### config.mk
export PLATFORM = sky130hd
export DESIGN_NAME = cgl_glue
export DESIGN_NICKNAME = d
export VERILOG_FILES = /design/src/inc/cgl_pkg.sv /design/src/core/cgl_glue.sv
export SDC_FILE = /design/constraint.sdc
export NUM_CORES = 1
export LEC_CHECK = 0
export BUFFER_PORTS_ARGS = -buffer_cell sky130_fd_sc_hd__buf_2
export CELL_PAD_IN_SITES_DETAIL_PLACEMENT = 0
export CELL_PAD_IN_SITES_GLOBAL_PLACEMENT = 2
export CORE_UTILIZATION = 48
export DETAILED_ROUTE_END_ITERATION = 12
export PLACE_DENSITY = 0.87
export SETUP_SLACK_MARGIN = 0.15
export SYNTH_ARGS = -nofsm -noshare
export SYNTH_HDL_FRONTEND = slang
export SYNTH_SLANG_ARGS = --single-unit
### constraint.sdc
create_clock -name i_clk -period 7.96 [get_ports i_clk]
set_input_delay 1.592 -clock i_clk [delete_from_list [all_inputs] [get_ports i_clk]]
set_output_delay 1.592 -clock i_clk [all_outputs]
set_load 0.02 [all_outputs]
### src/inc/cgl_pkg.sv
/*
 * cgl_pkg: constants for the processor-to-peripheral glue logic.
 * Assumes a 250 MHz system clock; times are in ns, counts derived.
 */
`default_nettype none
package cgl_pkg;
	localparam int CLK_NS = 4;
	// acknowledge read delay after vector-fetch strobe, slow/fast grade
	localparam int ACK_RD_DLY_SLOW_NS = 350;
	localparam int ACK_RD_DLY_FAST_NS = 250;
	// vector valid after acknowledge read strobe, slow/fast grade
	localparam int VEC_VALID_SLOW_NS = 250;
	localparam int VEC_VALID_FAST_NS = 180;
	// least times round up
	localparam int ACK_RD_DLY_SLOW_CYC =
		(ACK_RD_DLY_SLOW_NS + CLK_NS - 1) / CLK_NS;
	localparam int ACK_RD_DLY_FAST_CYC =
		(ACK_RD_DLY_FAST_NS + CLK_NS - 1) / CLK_NS;
	localparam int VEC_VALID_SLOW_CYC =
		(VEC_VALID_SLOW_NS + CLK_NS - 1) / CLK_NS;
	localparam int VEC_VALID_FAST_CYC =
		(VEC_VALID_FAST_NS + CLK_NS - 1) / CLK_NS;
	// extra wait states on i/o cycles to the fast grade
	localparam int IO_EXTRA_WAIT = 1;
	localparam int SYNC_STAGES = 3;
endpackage
`default_nettype wire

### src/core/cgl_glue.sv
/*
 * cgl_glue: strobe delay, wait generation and interrupt acknowledge
 * sequencing between an 8-bit processor bus and slower peripherals.
 * Assumes processor pins are asynchronous to i_clk and resynchronised
 * here; all strobes active low. Peripheral clock equals i_clk.
 */
// Behaviour
// - one extra wait on fast-grade reads
// - one extra wait on fast-grade writes
// - peripheral vector valid within 250/180 ns
`timescale 1ns/1ns
`default_nettype none
module cgl_glue
	import cgl_pkg::*;
#(
	parameter bit FAST_GRADE  = 1'b1,
	parameter int CHAIN_EXTRA = 0
) (
	// clock and reset
	input  wire logic i_clk,
	input  wire logic i_rst,
	// processor bus, active low, asynchronous
	input  wire logic i_rd_n,
	input  wire logic i_wr_n,
	input  wire logic i_iorq_n,
	input  wire logic i_opcode_cycle_marker_n,
	input  wire logic i_memory_request_n,
	input  wire logic i_periph_sel_n,
	// other system wait request, active low
	input  wire logic i_sys_wait_n,
	// processor side
	output logic      o_wait_n,
	// peripheral side
	output logic      o_read_n,
	output logic      o_write_n,
	output logic      o_vector_fetch_strobe_n
);
	localparam int RD_TAP = (FAST_GRADE ? ACK_RD_DLY_FAST_CYC
		: ACK_RD_DLY_SLOW_CYC) + CHAIN_EXTRA;
	localparam int VEC_CYC = FAST_GRADE ? VEC_VALID_FAST_CYC
		: VEC_VALID_SLOW_CYC;
	localparam int SR_LEN = RD_TAP + VEC_CYC + 1;
	// refuse a chain extension the tap chain cannot hold
	if (CHAIN_EXTRA < 0 || SR_LEN > 1024) begin : g_bad_chain
		$error("cgl_glue: bad CHAIN_EXTRA");
	end

	////////////////////////////////////////////////////////////////////
	// input synchronisers: change counts when stages 2 and 3 agree
	localparam int NIN = 6;
	logic [NIN-1:0] pin_raw;
	logic [NIN-1:0] s1_q;
	logic [NIN-1:0] s2_q;
	logic [NIN-1:0] s3_q;
	logic [NIN-1:0] flt_q;
	logic [NIN-1:0] s1_d;
	logic [NIN-1:0] s2_d;
	logic [NIN-1:0] s3_d;
	logic [NIN-1:0] flt_d;
	assign pin_raw = {i_rd_n, i_wr_n, i_iorq_n, i_opcode_cycle_marker_n,
		i_memory_request_n, i_periph_sel_n};
	always_comb begin
		s1_d = pin_raw;
		s2_d = s1_q;
		s3_d = s2_q;
		flt_d = flt_q;
		for (int k = 0; k < NIN; k++) begin
			if (s2_q[k] == s3_q[k])
				flt_d[k] = s3_q[k];
		end
	end
	always_ff @(posedge i_clk or posedge i_rst) begin
		if (i_rst) begin
			s1_q  <= '1;
			s2_q  <= '1;
			s3_q  <= '1;
			flt_q <= '1;
		end else begin
			s1_q  <= s1_d;
			s2_q  <= s2_d;
			s3_q  <= s3_d;
			flt_q <= flt_d;
		end
	end
	logic rd_n;
	logic wr_n;
	logic iorq_n;
	logic m1_n;
	logic memory_request_n;
	logic sel_n;
	assign {rd_n, wr_n, iorq_n, m1_n, memory_request_n, sel_n} = flt_q;

	// i/o cycle decode, shared by read and write
	function automatic logic io_cycle(
		input logic strb_n,
		input logic cyc_n,
		input logic dev_n,
		input logic mark_n
	);
		return !strb_n && !cyc_n && !dev_n && mark_n;
	endfunction

	////////////////////////////////////////////////////////////////////
	// i/o cycle: delayed strobe fall and, on fast grade only, one extra wait state
	logic       rd_dly_q;
	logic       rd_dly_d;
	logic       wr_dly_q;
	logic       wr_dly_d;
	logic [1:0] xw_q;
	logic [1:0] xw_d;
	logic       io_rd;
	logic       io_wr;
	assign io_rd = io_cycle(rd_n, iorq_n, sel_n, m1_n);
	assign io_wr = io_cycle(wr_n, iorq_n, sel_n, m1_n);
	always_comb begin
		rd_dly_d = io_rd;
		wr_dly_d = io_wr;
		xw_d = xw_q;
		if (!(io_rd || io_wr))
			xw_d = 2'(0);
		else if (FAST_GRADE && xw_q <= 2'(IO_EXTRA_WAIT))
			xw_d = xw_q + 2'(1);
	end
	always_ff @(posedge i_clk or posedge i_rst) begin
		if (i_rst) begin
			rd_dly_q <= 1'b0;
			wr_dly_q <= 1'b0;
			xw_q     <= 2'h0;
		end else begin
			rd_dly_q <= rd_dly_d;
			wr_dly_q <= wr_dly_d;
			xw_q     <= xw_d;
		end
	end
	logic io_wait;
	// wait while extra wait states still count
	assign io_wait = FAST_GRADE && (io_rd || io_wr)
		&& xw_q <= 2'(IO_EXTRA_WAIT);

	////////////////////////////////////////////////////////////////////
	// acknowledge shift register
	logic [SR_LEN-1:0] sr_q, sr_d;
	logic ack_seen;
	assign ack_seen = !m1_n && memory_request_n;
	always_comb begin
		if (m1_n)
			sr_d = '0;
		else
			sr_d = {sr_q[SR_LEN-2:0], ack_seen};
	end
	always_ff @(posedge i_clk or posedge i_rst) begin
		if (i_rst)
			sr_q <= '0;
		else
			sr_q <= sr_d;
	end

	////////////////////////////////////////////////////////////////////
	// outputs from flip-flops; read and write strobes are also forced low by i_rst
	logic fetch_q;
	logic aread_q;
	logic await_q;
	logic rd_o_q;
	logic wr_o_q;
	logic wait_o_q;
	logic fetch_d;
	logic aread_d;
	logic await_d;
	logic rd_o_d;
	logic wr_o_d;
	logic wait_o_d;
	always_comb begin
		fetch_d = sr_q[0];
		aread_d = sr_q[RD_TAP];
		// wait until read tap plus vector time
		await_d = sr_q[0] && !sr_q[SR_LEN-1];
		rd_o_d = !(rd_dly_q && io_rd) && !aread_d;
		wr_o_d = !(wr_dly_q && io_wr);
		wait_o_d = i_sys_wait_n && !io_wait && !await_d;
	end
	always_ff @(posedge i_clk or posedge i_rst) begin
		if (i_rst) begin
			fetch_q  <= 1'b0;
			aread_q  <= 1'b0;
			await_q  <= 1'b0;
			rd_o_q   <= 1'b0;
			wr_o_q   <= 1'b0;
			wait_o_q <= 1'b1;
		end else begin
			fetch_q  <= fetch_d;
			aread_q  <= aread_d;
			await_q  <= await_d;
			rd_o_q   <= rd_o_d;
			wr_o_q   <= wr_o_d;
			wait_o_q <= wait_o_d;
		end
	end
	assign o_read_n  = rd_o_q && !i_rst;
	assign o_write_n = wr_o_q && !i_rst;
	assign o_vector_fetch_strobe_n = !fetch_q;
	assign o_wait_n = wait_o_q;
endmodule // cgl_glue
`default_nettype wire

Word-level counts from Yosys, hierarchy flattened
Index checks and enable logic that the tools add are counted.

Add/sub/neg operators: 1. Order comparisons: 1. Equal/unequal tests: 7. Mux-type cells: 3. Reductions and logical operators: 30.

Operators with widths (count): $mux W109 (1); $logic_and A1 B1 Y1 (16); $logic_not A1 Y1 (13); $eq A1 B1 Y1 (6); $mux W2 (2); $add A2 B1 Y2 const B (1); $le A2 B1 Y1 const B (1); $ne A2 B1 Y1 const B (1); $logic_or A1 B1 Y1 (1).

Flip-flop bits (word level): 141. Input port bits: 9. Output and inout port bits: 4. Word-level logic and storage cells: 59.

Longest topological paths before layout
Gate-level depths: netlist of the first run.

Word-level depth: 9. Gate-level depth with buffers: 5. Gate-level depth less buffers: 5.

Worst setup path after synthesis of the first run
No wires, ideal clock.

Path kind: input -> output. From: input i_rst. To: output o_read_n. Arrival: 1.896 ns. Data required time: 6.368 ns. Slack: 4.472 ns. Stages: 1. Buffers on the path: 0. Cell sequence: nor2b_1.

Longest elaborated chain between the ends: 2.

RTL lines: from (decl) (line cgl_glue.sv:21) `input wire logic i_rst,`; $logic_not A1 Y1 (line cgl_glue.sv:198) `assign o_read_n = rd_o_q && !i_rst;`; $logic_and A1 B1 Y1 (line cgl_glue.sv:198); to (decl) (line cgl_glue.sv:34) `output logic o_read_n,`.

Every way passes these cells.

Final worst setup path of the first run
Ends and elaborated chain as after synthesis.

==> reports/results.ini, run 1 <==
[sta]
max_freq_mhz=280
skew_ns=0.00775
final.min_clock_period_ns=3.57
setup_slack_ns=4.39
setup_tns_ns=0
tightestPinTransition_ns=0.954
slew_headroom_pct=36.4
finalHoldViolations=0
fin_crit_sh_pct=44.9
slew_viol_final=0
setup_violations=0
rsz0062_at_grt=no

[floorplanning]
core.rowCount=34
dieArea_um2=9690
start_util_pct=50.4
io_pins=13
chipWidth_um=98.4
core_area_um2=8850
die_h_um=98.4

[placement]
pre_cts_ws_ns=4.38
io_buffers=12
gp_congestion=0.633
post_dp_cell_area_um2=4630
dpl.hpwl_um=2620

[critical_path]
r2r_start=flt_q[2]$_DFFE_PP1N_
start_kind=primary input
endpoint_kind=output port
reg2reg_slack_ns=5.85
crit_arrival_ns=1.98
crit_required_ns=6.37
worst-r2r-cell-count=3
critPathLaunch=i_rst
cp_max_fo=3
crit_type=in -> out
r2r_end=rd_o_q$_DFF_PP0_

[clock_network]
cts_buffers=17
cts_htree_levels=4
ctsResizeCount=0
clock_latency_ns=0.50
cts_tree=yes
cts_sinks=141
cts_root_buf=clkbuf_8
clockBufferDepth=2
post_cts_buffers=0
clk_pin_slew_ns=0.06
ctsHoldBuffers=0

[final_layout]
antenna_cells=0
nets=318
fill_cells=675
drive_above_1_share_pct=22.1
final_util_pct=58.9
design_area_um2=5210
area_growth_pct=16.8

[synthesis]
ys_seq_area_share_pct=79.8
synth_fp_nets=298
synth-edff-count=0
synth_most_common_cell=dfrtp_1
netlist_area_um2=4460
yosysUniqueCellTypes=17
ys_async_sr_fraction_pct=100
synth_top_area_share_pct=65.0
ys_seq_elements=141
synth.top_cells.by_area=dfrtp_1, nor2b_1, dfstp_2
yosysWarnings=0
synth_top_area_cell=dfrtp_1
syn-instance-count=288
syn_area_per_cell_um2=15.5
ys_top_cells_by_count=dfrtp_1, nor2b_1, dfstp_2
dominantRegCellSynth=dfrtp_1

[global_routing]
grt_max_degree=112
grt_pass1_vias=2068
grtUsageTotal_pct=13.7
overflow=0
antenna_found_initial=0
grt_pass1_wl_um=10100

[route]
ant_nets=0
wl_per_cell_um=13.5
dr.pass1.iters=6
drtIter0Drc=95
wl_um=5800
vias_per_cell=4.54
vias=1946
route.detailed.drc=0

[min_path]
min_to=s2_q[0]$_DFF_PP1_
min_from=s1_q[0]$_DFF_PP1_
hold-path-cell-count=0
hold_class=reg -> reg

[power_and_ir_drop]
power.total_mw=1.55
p_per_area_nw_per_um2=297
peakVddDrop_v=0.000120
leakagePower_nw=2.51

[status]
status=complete, no violations

[job]
drv_cap=0

worst max-delay path, stage by stage:
cell	delay, ns
buf_2	0.12
nor2b_1	0.10
buf_2	0.17
power breakdown:
part / switching, mW / internal, mW
Clock: 0.286 / 0.479
Combinational: 0.0200 / 0.00813
Sequential: 0.0208 / 0.736
Total: 0.327 / 1.22
state kept, by name (all words and copies together) (netlist names), 2 cells and up:
signal and flops:
flt_q 6, s2_q 6, sr_q 109, s3_q 6
xw_q 2, s1_q 6
area by class of cell:
type / count / area (um^2) / share of cell area [%]
Sequential cell: 141 / 3560 / 68.3
Multi-Input combinational cell: 131 / 842 / 16.2
Clock buffer: 19 / 422 / 8.09
Clock inverter: 13 / 166 / 3.19
Tap cell: 108 / 135 / 2.59
Timing Repair Buffer: 13 / 67.6 / 1.30
Inverter: 4 / 17.5 / 0.336
through the flow:
stage / std cells / hold WS, ns
final: 429 / 0.355
after detailed placement: 397 / 0.347
after floorplan: 288 / 0.345
after global placement: 397 / 0.345
after CTS: 429 / 0.356
after global routing: 429 / 0.358
how the worst max path moves through the flow:
stage / slack (ns) / depth (start not counted) / end
3_5_place_dp: 4.38 / 3 / o_read_n
4_1_cts: 4.38 / 3 / o_read_n
6_report: 4.39 / 3 / o_read_n
3_3_place_gp: 4.39 / 3 / o_read_n
2_1_floorplan: 2.63 / 1 / fetch_q$_DFF_PP0_
5_1_grt: 4.35 / 3 / o_write_n
metal layers:
metal | GRT usage (%) | share of wire, % | vias up
met5 | 0 | 0 | -
met4 | 5.17 | 1.2 | 0
met3 | 5.39 | 2.4 | 8
met2 | 18.2 | 41 | 21
met1 | 20.5 | 55 | 1000
li1 | - | - | 917
cell families (layout without fill, tap and decap cells):
| family | after synthesis | count (layout) | synth area share (%) |
|---|---|---|---|
| flops | 141 | 141 | 79.8 |
| simple gates | 117 | 117 | 16.2 |
| buf+inv | 16 | 49 | 1.37 |
| fa+ha+maj | 7 | 7 | 1.63 |
| compound gates | 6 | 6 | 0.813 |
| xor+xnor | 1 | 1 | 0.196 |
cells in the final DEF, fill, tap and decap left out:
master / count
nor2_1: 4
dfrtp_1: 116
clkbuf_8: 1
inv_1: 3
ha_1: 1
or3b_4: 1
dfstp_4: 1
nor2b_1: 110
bufinv_16: 3
inv_4: 1
inv_6: 2
nand2_1: 1
nand2b_1: 1
a21oi_2: 1
clkinvlp_4: 3
buf_4: 1
a21oi_1: 3
xnor2_1: 1
clkbuf_16: 16
clkinv_4: 3
buf_2: 12
o21ai_0: 1
maj3_1: 6
clkbuf_1: 2
clkinv_2: 2
a21o_1: 1
dfstp_2: 24
(Power assumes the default switching activity.)
==> run 2, diff against run 1 <==
--- a/config.mk
+++ b/config.mk
@@ -8,9 +8,9 @@
 export BUFFER_PORTS_ARGS = -buffer_cell sky130_fd_sc_hd__buf_2
 export CELL_PAD_IN_SITES_DETAIL_PLACEMENT = 0
 export CELL_PAD_IN_SITES_GLOBAL_PLACEMENT = 2
-export CORE_UTILIZATION = 48
+export CORE_UTILIZATION = 45
 export DETAILED_ROUTE_END_ITERATION = 12
-export PLACE_DENSITY = 0.87
+export PLACE_DENSITY = 0.82
 export SETUP_SLACK_MARGIN = 0.15
 export SYNTH_ARGS = -nofsm -noshare
 export SYNTH_HDL_FRONTEND = slang
==> constraint.sdc (replaced) <==
create_clock -name i_clk -period 3.75 [get_ports i_clk]
set_input_delay 0.75 -clock i_clk [delete_from_list [all_inputs] [get_ports i_clk]]
set_output_delay 0.75 -clock i_clk [all_outputs]
set_load 0.02 [all_outputs]
==> reports/results.ini, run 2 (synthesized netlist as in run 1, its figures left out) <==
[status]
status=complete, no violations

[final_layout]
final_cell_mix=dfrtp_1, nor2b_1, dfstp_2
nets=319  ; +0.31%
layout_commonest_cell=dfrtp_1
top_register=sr_q
multi_input_comb_area_um2=842  ; unchanged
register_area_um2=3560  ; unchanged
antenna_cells=0  ; unchanged
drive_above_1_share_pct=22.7  ; +0.55 points
area_growth_pct=18.1
final_cells=451  ; +5.1%
largest_register_ffs=109  ; unchanged
fill_cells=766  ; +13%

[placement]
dpl.hpwl_um=2610  ; -0.23%
io_buffers=12  ; unchanged
gp_congestion=0.669  ; +5.8%
pre_cts_ws_ns=1.86  ; -2.52 ns
dp_cells=419  ; +5.5%

[floorplanning]
start_util_pct=47.4  ; -3.0 points
dieArea_um2=10300  ; +6.5%
chipWidth_um=102  ; +3.2%
core_area_um2=9420  ; +6.4%
die_h_um=102  ; +3.2%
core.rowCount=35  ; +2.9%
io_pins=13  ; unchanged

[critical_path]
cpLargestDelayFamily=flip-flops
critical_path_buf_inv_count=1  ; -1
worst-r2r-cell-count=2  ; -1
reg2reg_slack_ns=2.03  ; -3.82 ns
r2r_end=sr_q[53]$_DFF_PP0_
r2r_start=flt_q[2]$_DFFE_PP1N_
crit_required_ns=3.00  ; -3.37 ns
crit_type=reg -> out
path_cells=buf_2
start_kind=flip-flop
slowest_stage=dfstp_2
crit_arrival_ns=1.16  ; -0.82 ns
cpPeakStageDelay_ns=0.51  ; +0.34 ns
cp_max_fo=1  ; -2
endpoint_kind=output port

[clock_network]
clock_latency_ns=0.51  ; about the same
ctsHoldBuffers=0  ; unchanged
cts_root_buf=clkbuf_8
ctsResizeCount=0  ; unchanged
cts_htree_levels=4  ; unchanged
cts_sinks=141  ; unchanged
post_cts_buffers=0  ; unchanged
cts_tree=yes
clockBufferDepth=2  ; unchanged
clk_pin_slew_ns=0.06  ; about the same
cts_buffers=17  ; unchanged

[min_path]
min_to=s1_q[1]$_DFF_PP1_
hold-path-cell-count=1  ; +1
min_from=i_memory_request_n
hold_class=in -> reg

[global_routing]
grt_pass1_vias=2020  ; -2.3%
grt_busiest_layer=met1
use_met2_pct=17.6  ; -0.58 points
grt_use_met3_pct=6.07  ; +0.68 points
grt_pass1_wl_um=9840  ; -2.8%
overflow=0  ; unchanged
antenna_found_initial=0  ; unchanged
use_met1_pct=18.3  ; -2.2 points
grt_max_degree=142  ; +27%
grtUsageTotal_pct=13.3  ; -0.48 points

[route]
vias=1953  ; +0.36%
wl_um=5620  ; -3.2%
vias_per_cell=4.33  ; -4.5%
dr.pass1.iters=3  ; -3
ant_nets=0  ; unchanged
route.detailed.drc=0  ; unchanged
drtIter0Drc=70  ; -26%
wl_per_cell_um=12.5  ; -7.9%

[sta]
setup_tns_ns=0  ; unchanged
setup_slack_ns=1.84  ; -2.55 ns
rsz0062_at_grt=no
skew_ns=0.0173  ; +0.00956 ns
final.min_clock_period_ns=1.91
slew_viol_final=0  ; unchanged
setup_violations=0  ; unchanged
fin_crit_sh_pct=51.0
max_freq_mhz=523
slew_headroom_pct=54.3  ; +18 points
tightestPinTransition_ns=0.685  ; -0.269 ns
finalHoldViolations=0  ; unchanged

[power_and_ir_drop]
p_sw_share_pct=21.0  ; -0.076 points
power.share.clock_pct=49.6  ; +0.2 points
seqPwrFrac_pct=47.9  ; -0.9 points
peakVddDrop_v=0.000237  ; +98%
leakagePower_nw=2.51  ; +0.27%
combPwrFrac_pct=2.4  ; +0.6 points
p_switching_uw=696  ; +110%
p_int_mw=2.61  ; +110%
p_per_area_nw_per_um2=628  ; +110%

[job]
drv_cap=0  ; unchanged

[run 2: changes by cell type in the layout (fill, tap and decap cells not counted), sizes merged]
| cell | change |
|---|---|
| buf | +1 |
| inv | -2 |
| clkinvlp | +2 |
[run 2: cell type report]
class / count / area share, %
Sequential cell: 141 / 67.6
Multi-Input combinational cell: 131 / 16.0
Clock buffer: 19 / 8.19
Clock inverter: 13 / 3.13
Tap cell: 129 / 3.06
Timing Repair Buffer: 14 / 1.66
Inverter: 4 / 0.356
[run 2: how the worst max path moves through the flow]
stage                        end  slack (ns)  depth (start not counted)                from
6_report                o_wait_n        1.84                          1  o_wait_n$_DFF_PP1_
5_1_grt                 o_wait_n        1.77                          1  o_wait_n$_DFF_PP1_
3_3_place_gp            o_read_n        1.87                          3               i_rst
2_1_floorplan  fetch_q$_DFF_PP0_        1.26                          1               i_rst
3_5_place_dp           o_write_n        1.86                          3               i_rst
4_1_cts                 o_wait_n        1.80                          1  o_wait_n$_DFF_PP1_
[run 2: power by group through the flow]
| stage | Clock (mW) | Combinational (mW) | Sequential, mW |
|---|---|---|---|
| 2_1_floorplan | 0 | 0.0723 | 1.60 |
| 3_3_place_gp | 0 | 0.0829 | 1.61 |
| 3_5_place_dp | 0 | 0.0847 | 1.61 |
| 4_1_cts | 1.69 | 0.0845 | 1.59 |
| 5_1_grt | 1.77 | 0.0932 | 1.59 |
| 6_report | 1.64 | 0.0798 | 1.59 |
[run 2: stage by stage]
stage          util (%)  instance area (um^2)  hold slack (ns)  total power, mW
2_1_floorplan         -                  4470            0.345             1.67
3_3_place_gp       49.6                  4670            0.346             1.70
3_5_place_dp       49.6                  4670            0.347             1.70
4_1_cts            56.0                  5270            0.315             3.36
5_1_grt            56.0                  5270            0.302             3.45
6_report           56.0                  5270            0.333             3.31
[run 2: metal layers]
| layer | vias up | routed length [um] | part of all wire [%] |
|---|---|---|---|
| met5 | - | 0 | 0 |
| met4 | 0 | 61 | 1.1 |
| met3 | 6 | 174 | 3.1 |
| met2 | 22 | 2450 | 44 |
| met1 | 1002 | 2930 | 52 |
| li1 | 923 | - | - |
